==> config.mk <==
export PLATFORM = sky130hd
export DESIGN_NAME = ptb_timer_base
export DESIGN_NICKNAME = d
export VERILOG_FILES = /design/src/ptb_pkg.sv /design/src/ptb_timer_base.sv
export SDC_FILE = /design/constraint.sdc
export NUM_CORES = 1
export LEC_CHECK = 0
export BUFFER_PORTS_ARGS = -buffer_cell sky130_fd_sc_hd__buf_2
export CORE_UTILIZATION = 35
export DETAILED_ROUTE_END_ITERATION = 8
export PLACE_DENSITY = 0.54
export RECOVER_POWER = 100
export SKIP_LAST_GASP = 1
export SYNTH_ARGS = -nofsm -noshare
export SYNTH_HDL_FRONTEND = slang
export SYNTH_SLANG_ARGS = --single-unit
==> constraint.sdc <==
create_clock -name CLK_IN -period 5.7 [get_ports CLK_IN]
set_clock_uncertainty 0.1 [all_clocks]
set_input_delay 0.285 -clock CLK_IN [delete_from_list [all_inputs] [get_ports CLK_IN]]
set_output_delay 0.285 -clock CLK_IN [all_outputs]
set_load 0.1 [all_outputs]
==> src/ptb_pkg.sv <==
// Overview of operation
// - count tick fires once every prescaler_divisor plus one clocks.
// - edge-aligned up counts zero to reload, wraps, update event at overflow.
// - edge-aligned down counts reload to zero, reloads, update event at underflow.
// - edge-aligned period equals reload plus one count ticks.
// - center-aligned reverses at both ends, update event at each end.
// - center-aligned full period equals twice reload in count ticks.
// - compare flag per channel when counter equals compare value, mode qualified.
// - compare, reload and output compare modes take effect only at update events and rising sync edges.
// - dynamic inputs sampled at update events; enable/polarity register acts at once.
// - alignment_select 00 edge, 01 down flags, 10 up flags, 11 both.
// - edge-aligned direction bit 0 counts up, 1 counts down.
// - one 16-bit control register holds mode, direction, preload, update, enable.
// - counter always runs and update events are always enabled.
// - no single-pulse mode; counter runs continuously.
// - no repetition counter; every overflow or underflow gives an update event.
// - no input capture; channels act only as outputs.
// - subtypes: 6ch 16bit, 4ch 32bit, 4ch 16bit, 2ch and 1ch 16bit.
// - dead-time clock divide only matters for dead-time subtypes.
// - rising sync edge clears counter and loads pending dynamic settings.
// - update and compare flags are single-cycle pulses while the prescaler value is nonzero.
// - initial counter value and initial direction are configurable.
package ptb_pkg;
  localparam int          MAX_CH        = 6;
  localparam int          MAX_W         = 32;
  localparam int          CTRL_W        = 16;
  localparam logic [3:0]  ADDR_CTRL     = 4'h0;
  localparam logic [3:0]  ADDR_PSC      = 4'h1;
  localparam logic [3:0]  ADDR_STATUS   = 4'h2;
  localparam logic [3:0]  ADDR_COUNT    = 4'h3;
  localparam logic [3:0]  ADDR_RELOAD   = 4'h4;
  localparam int          BIT_EN        = 0;
  localparam int          BIT_UPDATE_DISABLE      = 1;
  localparam int          BIT_URS       = 2;
  localparam int          BIT_SPM       = 3;
  localparam int          BIT_DIR       = 4;
  localparam int          BIT_CMS_LO    = 5;
  localparam int          BIT_RELOAD_PRELOAD_ENABLE      = 7;
  localparam int          BIT_CKD_LO    = 8;
  localparam logic [15:0] CTRL_RST      = 16'h0081;
  localparam logic [15:0] CTRL_MASK     = 16'h03FF;
  localparam logic [1:0]  CMS_EDGE      = 2'h0;
  localparam logic [1:0]  CMS_DOWN      = 2'h1;
  localparam logic [1:0]  CMS_UP        = 2'h2;
  localparam logic [1:0]  CMS_BOTH      = 2'h3;

  typedef enum logic [2:0] {
    PTB_ADV6  = 3'h0,
    PTB_GP4W  = 3'h1,
    PTB_GP4   = 3'h2,
    PTB_CP2   = 3'h3,
    PTB_CP1   = 3'h4
  } ptb_subtype_e;

  typedef enum logic [1:0] {
    PTB_UP   = 2'b01,
    PTB_DOWN = 2'b10
  } ptb_dir_e;

  typedef struct packed {
    logic [3:0]  addr;
    logic [31:0] wdata;
    logic        wr;
    logic        rd;
  } ptb_bus_s;

  typedef struct packed {
    logic [MAX_W-1:0]        reload;
    logic [MAX_CH*MAX_W-1:0] compare;
    logic [MAX_CH*4-1:0]     oc_mode;
  } ptb_dyn_s;
endpackage : ptb_pkg

==> src/ptb_timer_base.sv <==
// Implementation choices: the plain strobed port and the register offsets.
`timescale 1ns/10ps
module ptb_timer_base #(
  parameter ptb_pkg::ptb_subtype_e SUBTYPE   = ptb_pkg::PTB_ADV6,
  parameter int                    PSC_W     = 16,
  parameter logic [31:0]           INIT_CNT  = 32'h0000_0000,
  parameter bit                    INIT_DOWN = 1'b0
) (
  input  wire logic                                  CLK_IN,
  input  wire logic                                  SYS_RST_IN,
  input  wire ptb_pkg::ptb_bus_s                     BUS_IN,
  input  wire ptb_pkg::ptb_dyn_s                     DYN_IN,
  input  wire logic [15:0]                           OUT_ENABLE_POL_IN,
  input  wire logic                                  SYNC_IN,
  output logic [31:0]                                RDATA_OUT,
  output logic [31:0]                                COUNT_OUT,
  output logic                                       COUNT_TICK_OUT,
  output logic                                       UPDATE_FLAG_PULSE_OUT,
  output logic [ptb_pkg::MAX_CH-1:0]                 COMPARE_FLAG_PULSE_OUT,
  output logic                                       COUNT_DOWN_OUT,
  output ptb_pkg::ptb_dyn_s                          ACTIVE_DYN_OUT,
  output logic [15:0]                                OUT_ENABLE_POL_OUT,
  output logic [1:0]                                 DEADTIME_DIV_OUT
);
  // channel count and width follow subtype
  localparam int CW = (SUBTYPE == ptb_pkg::PTB_GP4W) ? 32 : 16;
  localparam int NCH = (SUBTYPE == ptb_pkg::PTB_ADV6) ? 6 :
                       (SUBTYPE == ptb_pkg::PTB_CP2) ? 2 :
                       (SUBTYPE == ptb_pkg::PTB_CP1) ? 1 : 4;

  // refuse widths the divider and bus cannot hold
  if (PSC_W < 1 || PSC_W > 32) begin : g_psc_check
    $error("prescaler width out of range");
  end
  // a 16-bit counter cannot start above its range
  if (CW == 16 && INIT_CNT[31:16] != 16'h0000) begin : g_init_check
    $error("initial count wider than counter");
  end

  ////////////////////////////////////////////////////////////////////////
  typedef struct packed {
    logic [15:0]                     ctrl;
    logic [PSC_W-1:0]                psc;
    logic [PSC_W-1:0]                div;
    logic [31:0]                     cnt;
    ptb_pkg::ptb_dir_e               dir;
    logic                            sync_q;
    ptb_pkg::ptb_dyn_s               act;
    logic                            tick;
    logic                            upd;
    logic [ptb_pkg::MAX_CH-1:0]      cmp;
    logic [31:0]                     rdata;
    logic [15:0]                     oep;
  } ptb_state_s;

  ptb_state_s st_ff;
  ptb_state_s nxt_st;

  function automatic logic [31:0] mask_w(input logic [31:0] v);
    mask_w = (CW == 32) ? v : {16'h0000, v[15:0]};
  endfunction : mask_w

  logic [1:0]  alignment_select;
  logic        edge_down;
  logic [31:0] rld;
  logic        sync_rise;
  logic        ovf;
  logic        udf;
  logic        at_ev;

  always_comb begin
    nxt_st    = st_ff;
    alignment_select       = st_ff.ctrl[ptb_pkg::BIT_CMS_LO +: 2];
    edge_down = st_ff.ctrl[ptb_pkg::BIT_DIR];
    rld       = mask_w(st_ff.act.reload);
    sync_rise = SYNC_IN && !st_ff.sync_q;
    ovf       = 1'b0;
    udf       = 1'b0;
    at_ev     = 1'b0;
    nxt_st.sync_q = SYNC_IN;
    nxt_st.tick   = 1'b0;
    nxt_st.upd    = 1'b0;
    nxt_st.cmp    = '0;
    nxt_st.rdata  = 32'h0000_0000;
    // enable/polarity acts immediately, never preloaded
    nxt_st.oep    = OUT_ENABLE_POL_IN;

    // prescaler; enable bit ignored, counter always runs
    if (st_ff.div >= st_ff.psc) begin
      nxt_st.div  = '0;
      nxt_st.tick = 1'b1;
    end else begin
      nxt_st.div = st_ff.div + 1'b1;
    end

    if (nxt_st.tick) begin
      if (alignment_select == ptb_pkg::CMS_EDGE) begin
        if (!edge_down) begin
          nxt_st.dir = ptb_pkg::PTB_UP;
          if (st_ff.cnt >= rld) begin
            nxt_st.cnt = 32'h0000_0000;
            ovf        = 1'b1;
          end else begin
            nxt_st.cnt = mask_w(st_ff.cnt + 32'h0000_0001);
          end
        end else begin
          nxt_st.dir = ptb_pkg::PTB_DOWN;
          if (st_ff.cnt == 32'h0000_0000) begin
            nxt_st.cnt = rld;
            udf        = 1'b1;
          end else begin
            nxt_st.cnt = st_ff.cnt - 32'h0000_0001;
          end
        end
      end else begin
        // 2*reload ticks per period, turn at 0 and reload
        case (st_ff.dir)
          ptb_pkg::PTB_UP: begin
            if (st_ff.cnt + 32'h0000_0001 >= rld) begin
              nxt_st.cnt = rld;
              nxt_st.dir = ptb_pkg::PTB_DOWN;
              ovf        = 1'b1;
            end else begin
              nxt_st.cnt = st_ff.cnt + 32'h0000_0001;
            end
          end
          ptb_pkg::PTB_DOWN: begin
            if (st_ff.cnt <= 32'h0000_0001) begin
              nxt_st.cnt = 32'h0000_0000;
              nxt_st.dir = ptb_pkg::PTB_UP;
              udf        = 1'b1;
            end else begin
              nxt_st.cnt = st_ff.cnt - 32'h0000_0001;
            end
          end
          default: begin
            nxt_st.dir = ptb_pkg::PTB_UP;
          end
        endcase
      end
      // compare match on the new count value, output only
      for (int i = 0; i < NCH; i++) begin
        if (mask_w(st_ff.act.compare[i*32 +: 32]) == nxt_st.cnt) begin
          case (alignment_select)
            ptb_pkg::CMS_EDGE: nxt_st.cmp[i] = 1'b1;
            ptb_pkg::CMS_DOWN: nxt_st.cmp[i] = (nxt_st.dir == ptb_pkg::PTB_DOWN);
            ptb_pkg::CMS_UP:   nxt_st.cmp[i] = (nxt_st.dir == ptb_pkg::PTB_UP);
            default:           nxt_st.cmp[i] = 1'b1;
          endcase
        end
      end
    end

    // every wrap is an update event, no repetition count
    at_ev = ovf || udf;
    nxt_st.upd = at_ev;
    if (at_ev) begin
      nxt_st.act = DYN_IN;
    end

    // sync clears counter and loads pending settings
    if (sync_rise) begin
      nxt_st.cnt = 32'h0000_0000;
      nxt_st.act = DYN_IN;
      nxt_st.div = '0;
    end

    // register port; static settings take any write at once, no preload
    if (BUS_IN.wr) begin
      case (BUS_IN.addr)
        ptb_pkg::ADDR_CTRL: nxt_st.ctrl = BUS_IN.wdata[15:0] & ptb_pkg::CTRL_MASK;
        ptb_pkg::ADDR_PSC:  nxt_st.psc  = BUS_IN.wdata[PSC_W-1:0];
        default: ;
      endcase
    end
    if (BUS_IN.rd) begin
      case (BUS_IN.addr)
        ptb_pkg::ADDR_CTRL:   nxt_st.rdata = {16'h0000, st_ff.ctrl};
        ptb_pkg::ADDR_PSC:    nxt_st.rdata = 32'(st_ff.psc);
        ptb_pkg::ADDR_STATUS: nxt_st.rdata = {30'h0000_0000, st_ff.dir == ptb_pkg::PTB_DOWN, st_ff.tick};
        ptb_pkg::ADDR_COUNT:  nxt_st.rdata = st_ff.cnt;
        ptb_pkg::ADDR_RELOAD: nxt_st.rdata = rld;
        default:              nxt_st.rdata = 32'h0000_0000;
      endcase
    end
  end

  always_ff @(posedge CLK_IN) begin
    if (SYS_RST_IN) begin
      st_ff      <= '0;
      st_ff.ctrl <= ptb_pkg::CTRL_RST;
      st_ff.cnt  <= INIT_CNT;
      st_ff.dir  <= INIT_DOWN ? ptb_pkg::PTB_DOWN : ptb_pkg::PTB_UP;
    end else begin
      st_ff <= nxt_st;
    end
  end

  ////////////////////////////////////////////////////////////////////////
  assign RDATA_OUT              = st_ff.rdata;
  assign COUNT_OUT              = st_ff.cnt;
  assign COUNT_TICK_OUT         = st_ff.tick;
  assign UPDATE_FLAG_PULSE_OUT  = st_ff.upd;
  assign COMPARE_FLAG_PULSE_OUT = st_ff.cmp;
  assign COUNT_DOWN_OUT         = (st_ff.dir == ptb_pkg::PTB_DOWN);
  assign ACTIVE_DYN_OUT         = st_ff.act;
  assign OUT_ENABLE_POL_OUT     = st_ff.oep;
  // dead-time divide only for dead-time subtypes
  assign DEADTIME_DIV_OUT = (SUBTYPE == ptb_pkg::PTB_GP4W || SUBTYPE == ptb_pkg::PTB_GP4) ? 2'h0 :
                            st_ff.ctrl[ptb_pkg::BIT_CKD_LO +: 2];

  ////////////////////////////////////////////////////////////////////////
  property p_tick_spacing;
    @(posedge CLK_IN) disable iff (SYS_RST_IN)
    (COUNT_TICK_OUT && st_ff.psc == '0 && !sync_rise) |=> COUNT_TICK_OUT;
  endproperty
  a_tick_spacing: assert property (p_tick_spacing) else $error("tick missing");

  property p_up_wrap;
    @(posedge CLK_IN) disable iff (SYS_RST_IN)
    (nxt_st.tick && alignment_select == ptb_pkg::CMS_EDGE && !edge_down && st_ff.cnt >= rld && !sync_rise)
      |=> (COUNT_OUT == 32'h0000_0000 && UPDATE_FLAG_PULSE_OUT);
  endproperty
  a_up_wrap: assert property (p_up_wrap) else $error("up wrap wrong");

  property p_down_wrap;
    @(posedge CLK_IN) disable iff (SYS_RST_IN)
    (nxt_st.tick && alignment_select == ptb_pkg::CMS_EDGE && edge_down && st_ff.cnt == 32'h0000_0000 && !sync_rise)
      |=> (COUNT_OUT == $past(rld) && UPDATE_FLAG_PULSE_OUT);
  endproperty
  a_down_wrap: assert property (p_down_wrap) else $error("down wrap wrong");

  property p_upd_pulse;
    @(posedge CLK_IN) disable iff (SYS_RST_IN)
    (UPDATE_FLAG_PULSE_OUT && st_ff.psc != '0) |=> !UPDATE_FLAG_PULSE_OUT;
  endproperty
  a_upd_pulse: assert property (p_upd_pulse) else $error("update not a pulse");

  property p_load_at_update;
    @(posedge CLK_IN) disable iff (SYS_RST_IN)
    (!at_ev && !sync_rise) |=> $stable(ACTIVE_DYN_OUT);
  endproperty
  a_load_at_update: assert property (p_load_at_update) else $error("settings changed early");

  property p_sync;
    @(posedge CLK_IN) disable iff (SYS_RST_IN)
    (SYNC_IN && !st_ff.sync_q) |=> (COUNT_OUT == 32'h0000_0000 && ACTIVE_DYN_OUT == $past(DYN_IN));
  endproperty
  a_sync: assert property (p_sync) else $error("sync not applied");

  property p_cms_up_only;
    @(posedge CLK_IN) disable iff (SYS_RST_IN)
    (alignment_select == ptb_pkg::CMS_UP && nxt_st.dir == ptb_pkg::PTB_DOWN) |=> COMPARE_FLAG_PULSE_OUT == '0;
  endproperty
  a_cms_up_only: assert property (p_cms_up_only) else $error("flag while counting down");

  property p_center_turn;
    @(posedge CLK_IN) disable iff (SYS_RST_IN)
    (alignment_select != ptb_pkg::CMS_EDGE && COUNT_DOWN_OUT && UPDATE_FLAG_PULSE_OUT && !$past(sync_rise))
      |-> COUNT_OUT == $past(rld);
  endproperty
  a_center_turn: assert property (p_center_turn) else $error("center turn wrong");

  property p_oep_direct;
    @(posedge CLK_IN) disable iff (SYS_RST_IN)
    1'b1 |=> OUT_ENABLE_POL_OUT == $past(OUT_ENABLE_POL_IN);
  endproperty
  a_oep_direct: assert property (p_oep_direct) else $error("enable/polarity preloaded");

  // covers the divided case the spacing check leaves out
  property p_tick_gap;
    @(posedge CLK_IN) disable iff (SYS_RST_IN)
    (COUNT_TICK_OUT && st_ff.psc != '0) |=> !COUNT_TICK_OUT;
  endproperty
  a_tick_gap: assert property (p_tick_gap) else $error("tick too early");

  property p_no_tick_hold;
    @(posedge CLK_IN) disable iff (SYS_RST_IN)
    (!nxt_st.tick && !sync_rise) |=> $stable(COUNT_OUT);
  endproperty
  a_no_tick_hold: assert property (p_no_tick_hold) else $error("count moved without tick");

  property p_edge_step_up;
    @(posedge CLK_IN) disable iff (SYS_RST_IN)
    (nxt_st.tick && alignment_select == ptb_pkg::CMS_EDGE && !edge_down && st_ff.cnt < rld && !sync_rise)
      |=> COUNT_OUT == $past(st_ff.cnt) + 32'h0000_0001;
  endproperty
  a_edge_step_up: assert property (p_edge_step_up) else $error("up step wrong");

  property p_edge_step_down;
    @(posedge CLK_IN) disable iff (SYS_RST_IN)
    (nxt_st.tick && alignment_select == ptb_pkg::CMS_EDGE && edge_down && st_ff.cnt != 32'h0000_0000 && !sync_rise)
      |=> COUNT_OUT == $past(st_ff.cnt) - 32'h0000_0001;
  endproperty
  a_edge_step_down: assert property (p_edge_step_down) else $error("down step wrong");

  property p_dir_edge;
    @(posedge CLK_IN) disable iff (SYS_RST_IN)
    (nxt_st.tick && alignment_select == ptb_pkg::CMS_EDGE) |=> COUNT_DOWN_OUT == $past(edge_down);
  endproperty
  a_dir_edge: assert property (p_dir_edge) else $error("edge direction wrong");

  property p_center_floor;
    @(posedge CLK_IN) disable iff (SYS_RST_IN)
    (alignment_select != ptb_pkg::CMS_EDGE && !COUNT_DOWN_OUT && UPDATE_FLAG_PULSE_OUT && !$past(sync_rise))
      |-> COUNT_OUT == 32'h0000_0000;
  endproperty
  a_center_floor: assert property (p_center_floor) else $error("center floor wrong");

  property p_cms_down_only;
    @(posedge CLK_IN) disable iff (SYS_RST_IN)
    (alignment_select == ptb_pkg::CMS_DOWN && nxt_st.dir == ptb_pkg::PTB_UP) |=> COMPARE_FLAG_PULSE_OUT == '0;
  endproperty
  a_cms_down_only: assert property (p_cms_down_only) else $error("flag while counting up");

  // old compare value applies in the cycle a new one loads
  property p_cmp_match;
    @(posedge CLK_IN) disable iff (SYS_RST_IN)
    (COMPARE_FLAG_PULSE_OUT[0] && !$past(sync_rise))
      |-> mask_w(COUNT_OUT) == mask_w($past(ACTIVE_DYN_OUT.compare[31:0]));
  endproperty
  a_cmp_match: assert property (p_cmp_match) else $error("flag without match");

  property p_upd_on_tick;
    @(posedge CLK_IN) disable iff (SYS_RST_IN)
    UPDATE_FLAG_PULSE_OUT |-> COUNT_TICK_OUT;
  endproperty
  a_upd_on_tick: assert property (p_upd_on_tick) else $error("update off tick");

  property p_cmp_on_tick;
    @(posedge CLK_IN) disable iff (SYS_RST_IN)
    (COMPARE_FLAG_PULSE_OUT != '0) |-> COUNT_TICK_OUT;
  endproperty
  a_cmp_on_tick: assert property (p_cmp_on_tick) else $error("compare flag off tick");

  property p_rdata_idle;
    @(posedge CLK_IN) disable iff (SYS_RST_IN)
    !BUS_IN.rd |=> RDATA_OUT == 32'h0000_0000;
  endproperty
  a_rdata_idle: assert property (p_rdata_idle) else $error("read data outside read");
endmodule : ptb_timer_base

* Yosys cells after proc, flatten, opt, wreduce, memory -nomap -nowiden
Index checks and enable logic that the tools add are counted.
** Word-level totals
- Register bits :: 381
- Bits in latches :: 0
- RAM bits :: 0
- Bits in read-only memories :: 0
- Input bits :: 305
- Output and inout bits :: 339
- Logic and storage cells :: 96
- Memories kept :: 0
** Cells by class
- Add/subtract/negate cells :: 3
- Multiply operators :: 0
- Div/mod/pow operators :: 0
- Order comparisons :: 4
- Eq/ne operators :: 16
- Shift operators :: 0
- Muxes and demuxes :: 28
- Bitwise gates (word level) :: 8
- Reductions and logical operators :: 18
** Operators by type and width (number)
- $mux W248 :: 2
- $eq A16 B32 Y1 :: 6
- $pmux W32 S5 :: 1
- $mux W34 :: 3
- $mux W32 :: 3
- $ge A32 B16 Y1 :: 2
- $pmux W32 S2 :: 1
- $add A32 B1 Y32 const B :: 1
- $le A32 B1 Y1 const B :: 1
- $logic_not A32 Y1 :: 1
- $sub A32 B1 Y32 const B :: 1
- $reduce_or A3 Y1 :: 7
- $add A16 B1 Y16 const B :: 1
- $ge A16 B16 Y1 :: 1
- $mux W16 :: 1
- $mux W1 :: 13
- $eq A4 B2 Y1 const B :: 2
- $not A1 Y1 :: 8
- $eq A2 B1 Y1 const B :: 3
- $eq A2 B2 Y1 const B :: 3
- $eq A4 B1 Y1 const B :: 1
- $eq A4 B3 Y1 const B :: 1
- $logic_not A4 Y1 :: 1
- $mux W2 :: 2
- 9 further kinds :: 11

* Depth between registers and ports, before layout
Gate-level depths: netlist of run 1.
- Depth after elaboration :: 9
- Mapped depth :: 21

* Worst setup path after synthesis of run 1
No wires, ideal clock.
- Path type :: register to register
- Start point :: register st_ff, in the netlist COUNT_OUT[1]
- End point :: register st_ff, in the netlist COMPARE_FLAG_PULSE_OUT[2]
- Library setup time :: 0.092 ns
- Arrival time :: 4.507 ns
- Path slack :: 1.001 ns
- Stages on the path, launching flop included :: 21
- Path buffers :: 4
- Clock period less this slack :: 4.699 ns
- Path through :: dfxtp_1 -> clkbuf_1 -> and4_1 -> clkbuf_1 -> nand2_1 -> nor3_1 -> xor2_1 -> ha_1 -> a21oi_1 -> nor2b_1 -> o21ai_0 -> nor4bb_1 -> o2111ai_2 -> buf_2 -> nor4_1 -> a211o_1 -> clkbuf_1 -> xnor2_1 -> nand2_1 -> or4_1 -> nor4_1
** On the way
- Longest elaborated chain between the ends :: 9
** RTL lines
- from (decl) :: RTL line ptb_timer_base.sv:56 : ptb_state_s st_ff;
- from (signal assigned) :: RTL line ptb_timer_base.sv:195 : st_ff <= nxt_st;
- $add A32 B1 Y32 :: RTL line ptb_timer_base.sv:119, ptb_timer_base.sv:124
- $ge A32 B16 Y1 :: RTL line ptb_timer_base.sv:119 : if (st_ff.cnt + 32'h0000_0001 >= rld) begin
- $mux W32 :: RTL line ptb_timer_base.sv:119
- $pmux W32 S2 :: RTL line ptb_timer_base.sv:117 : case (st_ff.dir)
- $mux W34 (*) :: RTL line ptb_timer_base.sv:97 : if (alignment_select == ptb_pkg::CMS_EDGE) begin
- $mux W34 (*) :: RTL line ptb_timer_base.sv:96 : if (nxt_st.tick) begin
- $eq A16 B32 Y1 :: RTL line ptb_timer_base.sv:143 : if (mask_w(st_ff.act.compare[i*32 +: 32]) == nxt_st.cnt) begin
- $not A1 Y1 (no line)
- $reduce_or A3 Y1 (no line)
Mark *: on every way between the ends. The rest lies on a longest branch, timed or not. The select of a mux whose other input is x is not followed.
A chain may end at the register's enable or synchronous reset.

* Final worst setup path of run 1
- Start point :: register st_ff, in the netlist COUNT_OUT[9]
- End point :: register st_ff, in the netlist COMPARE_FLAG_PULSE_OUT[4]
Same word-level chain as after synthesis.

==> impl_results.md, run 1 <==
* Status: finished, violations left
* Violated checks: max-capacitance violations, max-slew violations
* Critical path type: register to register
* GRT Util Overall at 29.59%
* Net switching power at roughly 6.3 mW
* Total grt overflow at 0
* Area of the die at ~0.064 mm²
* Post-Syn Nets at between 3000 and 4000
* Startpoint types: register
* CTS Sinks at roughly 380
* Post-detailed-route wirelength per cell at around 22 µm
* Multi-input logic area at between 0.01 and 0.015 mm²
* Clock Path Buffers at 3
* Count of nets after finishing at 3911
* Worst EP arrival at approximately 5.8 ns
* Post-synthesis cell count at between 2000 and 3000
* CP max FO at 10
* Slew Viols, Final at 355
* CTS resizes at 0
* Tot Pwr at 12.65 mW
* Initial Utilization at between 30% and 40%
* RePlAce Congestion at approximately 1
* Share of layout cells above drive strength 1 at between 15 and 20%
* Clock transition at path regs at 0.06 ns
* Req. time, crit path at about 6 ns
* Final Cell Area at between 0.02 and 0.03 mm²
* Max rail drop VDD at 0.4451 mV
* Hold Fails Final Rpt at 0
* Register area share after synthesis at 34.45%
* Cell Area, Placed at 0.02492 mm²
* Top Ports at around 640
* Ys Warns at 0
* Maxcap violations at 4
* Post-synth top flop: dfxtp_1
* Initial antenna violation count at 2
* Leakage at roughly 12 nW
* TritonCTS clock tree: built
* H-tree Lvls at 2
* Hold_ws at roughly 0.17 ns
* Drt first pass iters at 7
* Post-Syn Area at 0.02214 mm²
* Clock power share at ~23%
* Layout area overhead at 29.47%
* Die width at approximately 250 µm
* Setup_tns at 0 ns
* Row count at 91
* Slew headroom at -174.7%
* DR vias/cell at approximately 5.3
* Dpl hpwl at about 73000 µm
* Flop pwr share at a little over a quarter
* Final setup fails at 0
* Crit end category: register
* Combinational power share at approximately half
* First-pass GRT wire length at roughly 140000 µm
* Reg area at about 0.0076 mm²
* Post-synth EDFFs at 0
* Vias at approximately 24000
* Post-synth ARST share at 0%
* Fin crit period at 5.332 ns
* Port buffer count at 627
* Class of the worst hold path: input pin to register
* Synth Register Bits at around 380
* Slack of the critical path at about 0.37 ns
* Power Internal at between 6 and 7 mW
* Die extent in y at 253.5 µm
* Residual DRC count at 0
* Slew @ Worst Pin at between 4 and 5 ns
* Clock tree root buffer cell: clkbuf_16
* Pwr/cell area at around 440 mW/mm²
* Layout fillers at between 6000 and 7000
* Count of different cell masters after synthesis at between 90 and 100
* TritonCTS Buffers at 44
* Fmax at between 150 and 200 MHz
* Clk_lat worst skew at 0.59 ns
* Initial DRC count at about 1800
* Switch share at 50.20%
* Post-Place Setup Slack at approximately 0.55 ns
* Final WL at ~99000 µm
* RSZ-0062 raised after global routing: false
* Post-route ant nets at 0
* Core region area at about 0.062 mm²
* Period utilization at slightly above 90%
* Largest net degree at the start of global routing at slightly below 200
* Synthesized area per cell at 7.636 µm²
* Number of global-route vias before repair at ~23000
==> critical path, stage by stage (launching register included) <==
cell and delay (ns):
dfxtp_1 0.49, buf_4 0.27, or4_4 0.56, or4_1 0.70, o41ai_4 0.84, o21ai_0 0.20, a311oi_1 0.40, nand3_1 0.14
nor4_2 0.39, nand4_1 0.26, clkbuf_2 0.30, nor4_1 0.39, and4b_1 0.23
==> what timing repair did <==
| item | in CTS | in global routing |
|---|---|---|
| hold endpoints to repair | 291 | 0 |
| endpoints found under the setup margin | 0 | 0 |
| hold buffers | 281 | 0 |
| setup buffers | 0 | 0 |
==> layer usage <==
metal | global-route usage, % | wire length [µm]
met2 | 50.38 | 46920
met1 | 36.27 | 39860
met4 | 13.92 | 5024
met5 | 0 | 0
met3 | 4.794 | 7162
==> power by group through the flow <==
stage	registers, mW	logic, mW	clock network, mW
after detailed placement	3.40	6.23	0
after global routing	3.40	6.66	3.06
final	3.37	6.37	2.91
after CTS	3.35	6.40	2.96
after global placement	3.40	6.19	0
after floorplan	3.29	4.86	0
==> logic make-up after synthesis <==
| group | share of synthesized area (%) |
|---|---|
| AO/OA/AOI/OAI | 19.53 |
| XOR/XNOR | 3.244 |
| adder cells (fa/ha/maj) | 3.222 |
| buffers and inverters | 15.91 |
| flip-flops | 34.45 |
| multiplexers | 1.447 |
| AND/OR/NAND/NOR | 22.19 |
==> stage by stage <==
stage                     instances  util [%]
after detailed placement       4059     40.15
after CTS                      4419     47.02
final                          4421     46.19
after floorplan                2899         -
after global placement         4059     40.15
after global routing           4421     46.19
==> cell usage after synthesis, drive strengths merged, types with 23 or more instances <==
library cell  instances  share of area, %
xor2                 37               1.5
xnor2                45               1.8
ha                   57               3.2
buf                 371                12
a21oi               353               8.2
nand2               652                11
nor2b                26              0.73
inv                  60               1.0
nor3                 40              0.93
nand3                42              0.95
a211oi               34               1.2
mux2i                23               1.0
o21ai                57               1.3
dfxtp               381                34
nor2                131               2.2
and3                 28              0.79
clkbuf              154               2.6
nor4                 41               1.2
nand4                34               1.0
==> cell usage in the layout (no fill, tap or decap), types with 11 or more instances in the layout <==
master / n
buf_12: 13
o221ai_1: 11
a311oi_1: 11
nor3_1: 39
and3_1: 28
mux2i_1: 23
a211oi_1: 33
buf_4: 193
xnor2_1: 45
clkbuf_16: 46
nor2_1: 131
nor2b_1: 26
a21oi_1: 348
a21o_1: 14
dlygate4sd3_1: 281
dfxtp_1: 381
o21ai_0: 53
nor4_1: 38
or3_1: 14
a211o_1: 11
ha_1: 57
nand2_1: 651
a222oi_1: 17
inv_1: 59
clkbuf_1: 361
o31ai_1: 11
a31oi_1: 17
buf_2: 286
xor2_1: 37
nand3_1: 42
nand4_1: 33
or4_1: 16
o22ai_1: 16
o211ai_1: 15
==> sequential cells by signal (all words and copies together), names as in the netlist <==
signal,cells
OUT_ENABLE_POL_OUT,16
ACTIVE_DYN_OUT,248
edge_down,1
DEADTIME_DIV_OUT,2
UPDATE_FLAG_PULSE_OUT,1
COMPARE_FLAG_PULSE_OUT,6
RDATA_OUT,32
COUNT_TICK_OUT,1
st_ff,40
alignment_select,2
COUNT_OUT,32
==> final cells by class <==
class / instances / area share [%]
well taps: 837 / 3.654
diodes: 2 / 0.01746
inverters: 61 / 0.7988
clock buffers: 65 / 4.579
repair buffers: 1129 / 25.46
multi-input cells: 1932 / 38.39
flip-flops and latches: 381 / 26.61
clock inverters: 14 / 0.4845
==> worst paths after layout <==
path	end	slack, ns	cells after the start	from
worst min-delay path	RDATA_OUT[0]	0.17	4	BUS_IN[36]
worst max register to register	COMPARE_FLAG_PULSE_OUT[4]	0.37	12	COUNT_OUT[9]
worst max-delay path	COMPARE_FLAG_PULSE_OUT[4]	0.37	12	COUNT_OUT[9]
worst min register to register	ACTIVE_DYN_OUT[211]	0.35	2	ACTIVE_DYN_OUT[211]
Power figures use the tool's default switching activity.
==> run 2: changes to the inputs <==
--- a/config.mk
+++ b/config.mk
@@ -10,6 +10,7 @@
 export DETAILED_ROUTE_END_ITERATION = 8
 export PLACE_DENSITY = 0.54
 export RECOVER_POWER = 100
+export SETUP_SLACK_MARGIN = 0.4
 export SKIP_LAST_GASP = 1
 export SYNTH_ARGS = -nofsm -noshare
 export SYNTH_HDL_FRONTEND = slang
==> run 2 against run 1 <==
  * The run still ends with max-capacitance violations, max-slew violations left
  * Largest cell class unchanged
  * First-iteration DRC count up 2.3%
  * Via count is essentially flat
  * Global-route usage unchanged
  * Sequential cell count is the same
  * Register-to-register slack improved by 0.097 ns
  * Hold slack gained 0.0085 ns
  * Combinational power about the same
  * Setup slack improved by 0.097 ns
  * Count of clock-buffer cells in the layout stayed put
  * Die area unchanged
  * Critical endpoint is now COMPARE_FLAG_PULSE_OUT[2]
  * Critical path depth rose by 2
==> impl_results.md, run 2 (synthesis results as in run 1) <==
* Most frequent cells in the layout: nand2_1 (651), dfxtp_1 (381), clkbuf_1 (365)
* Initial Utilization at a little over a third
* Slew Viols, Final at around 330
* Cell Area, Placed at 0.02492 mm²
* Top Ports at 644
* Switch share at around 50%
* First-pass GRT wire length at 144100 µm
* Final setup fails at 0
* Die extent in y at 253.5 µm
* Max rail drop VDD at between 0.4 and 0.5 mV
* Clock Path Buffers at 3
* Fin crit period at between 5 and 6 ns
* Clock power share at 23.0%
* Initial DRC count at ~1900
* Maxcap violations at 3
* CTS Sinks at between 300 and 400
* Clock tree root buffer cell: clkbuf_16
* CP cell instances: nand4_4, clkbuf_1, or4_1, or4_1, a211oi_2, o2111a_1, buf_12, buf_4, nand4_1, a31oi_1, xor2_1, nand2_1, or4_1, nor4_1
* Port buffer count at ~630
* Worst path slowest cell: dfxtp_1
* Power Internal at between 6 and 7 mW
* Period utilization at between 90% and 100%
* Number of global-route vias before repair at 23293
* Req. time, crit path at 6.09 ns
* Commonest non-fill, non-tap cell in the layout: nand2_1
* Dpl hpwl at between 70000 and 80000 µm
* Buf/Inv on CP at 3
* Class of the worst hold path: input pin to register
* Vias at around 24000
* Worst EP arrival at roughly 5.6 ns
* Status: finished, violations left
* Combinational power share at roughly half
* Clock transition at path regs at around 0.06 ns
* Residual DRC count at 0
* Most frequent CP cell: or4_1
* Hold Fails Final Rpt at 0
* Count of nets after finishing at ~4000
* TritonCTS Buffers at between 40 and 50
* Core region area at 0.06205 mm²
* Flop pwr share at 26.5%
* Post-route ant nets at 0
* RSZ-0062 raised after global routing: true
* Slew headroom at -173.8%
* Slew @ Worst Pin at 4.106 ns
* Drt first pass iters at 9
* Setup_tns at 0 ns
* Area of the die at around 0.064 mm²
* H-tree Lvls at 2
* TritonCTS clock tree: built
* Final WL at just under 100000 µm
* Critical path type: register to register
* Startpoint types: register
* Largest net degree at the start of global routing at between 150 and 200
* CP delay by family, top: simple AND/OR/NAND/NOR gates
* CP max FO at 10
* DR vias/cell at approximately 5.3
* Clk_lat worst skew at roughly 0.59 ns
* RePlAce Congestion at between 1 and 1.5
* Share of layout cells above drive strength 1 at between 10% and 20%
* Max FFs per register at about 250
* Layout area overhead at 30.02%
* Crit end category: register
* GRT Util Overall at between 20% and 30%
* Fmax at approximately 190 MHz
* Net switching power at approximately 6.4 mW
* Crit-path max cell delay at about 0.68 ns
* Initial antenna violation count at 2
* Total grt overflow at 0
* Final Cell Area at ~0.029 mm²
* Pwr/cell area at 440.5 mW/mm²
* Layout fillers at roughly 6300
* Violated checks: max-capacitance violations, max-slew violations
* Die width at between 200 and 300 µm
* Leakage at approximately 12 nW
* Row count at between 90 and 100
* Post-detailed-route wirelength per cell at around 22 µm
-- run 2: changes by cell type in the layout (fill, tap and decap cells not counted), sizes merged --
cell	before	now
buf	492	504
clkbuf	421	423
-- run 2: worst paths after layout --
kind	from	endpoint	slack (ns)	cells after the start
worst max-delay path	COUNT_OUT[9]	COMPARE_FLAG_PULSE_OUT[2]	0.46	14
worst min-delay path	BUS_IN[1]	DEADTIME_DIV_OUT[1]	0.18	4
worst max register to register	COUNT_OUT[9]	COMPARE_FLAG_PULSE_OUT[2]	0.46	14
worst min register to register	ACTIVE_DYN_OUT[211]	ACTIVE_DYN_OUT[211]	0.35	2
-- run 2: cell type report --
type                            instances  area [µm²]  area share, %
Inverter                               61       229.0         0.7955
Multi-Input combinational cell       1932       11030          38.32
Clock inverter                         14       138.9         0.4825
Sequential cell                       381        7627          26.50
Antenna cell                            2       5.005        0.01739
Clock buffer                           65        1313          4.560
Tap cell                              837        1047          3.638
Timing Repair Buffer                 1143        7395          25.69
-- run 2: layer usage --
metal	vias to the layer above	global-route usage, %	share of wire, %
met3	263	4.794	7.1
li1	11045	-	-
met2	1116	50.38	47
met4	0	13.92	5.3
met1	11203	36.27	40
met5	-	0	0
-- run 2: power groups by stage --
stage / combinational, mW / clock, mW / sequential [mW]
floorplan: 4.86 / 0 / 3.29
CTS: 6.40 / 2.96 / 3.35
detailed placement: 6.23 / 0 / 3.40
global placement: 6.19 / 0 / 3.40
global route: 6.69 / 3.06 / 3.40
finish: 6.40 / 2.91 / 3.37
-- run 2: metrics by stage --
stage | power (mW) | hold slack, ns | util [%] | std cells | setup WS [ns]
final | 12.68 | 0.1832 | 46.38 | 4435 | 0.4649
after global routing | 13.15 | 0.1909 | 46.38 | 4435 | 0.2183
after global placement | 9.589 | 0.3347 | 40.15 | 4059 | 0.5923
after CTS | 12.71 | 0.08187 | 47.02 | 4419 | 0.4905
after detailed placement | 9.631 | 0.3408 | 40.15 | 4059 | 0.5523
after floorplan | 8.147 | 0.3062 | - | 2899 | 1.001
-- run 2: repair_timing --
item / in CTS / in global routing
gates resized for setup: 0 / 7
setup endpoints to repair: 0 / 234
hold buffers: 281 / 0
hold endpoints to repair: 291 / 0
buffers inserted: 0 / 14
-- run 2: tightest hold or removal path: stages --
cell     delay, ns
buf_2         0.10
nand2_1       0.23
nand2_1       0.15
a21oi_1       0.05
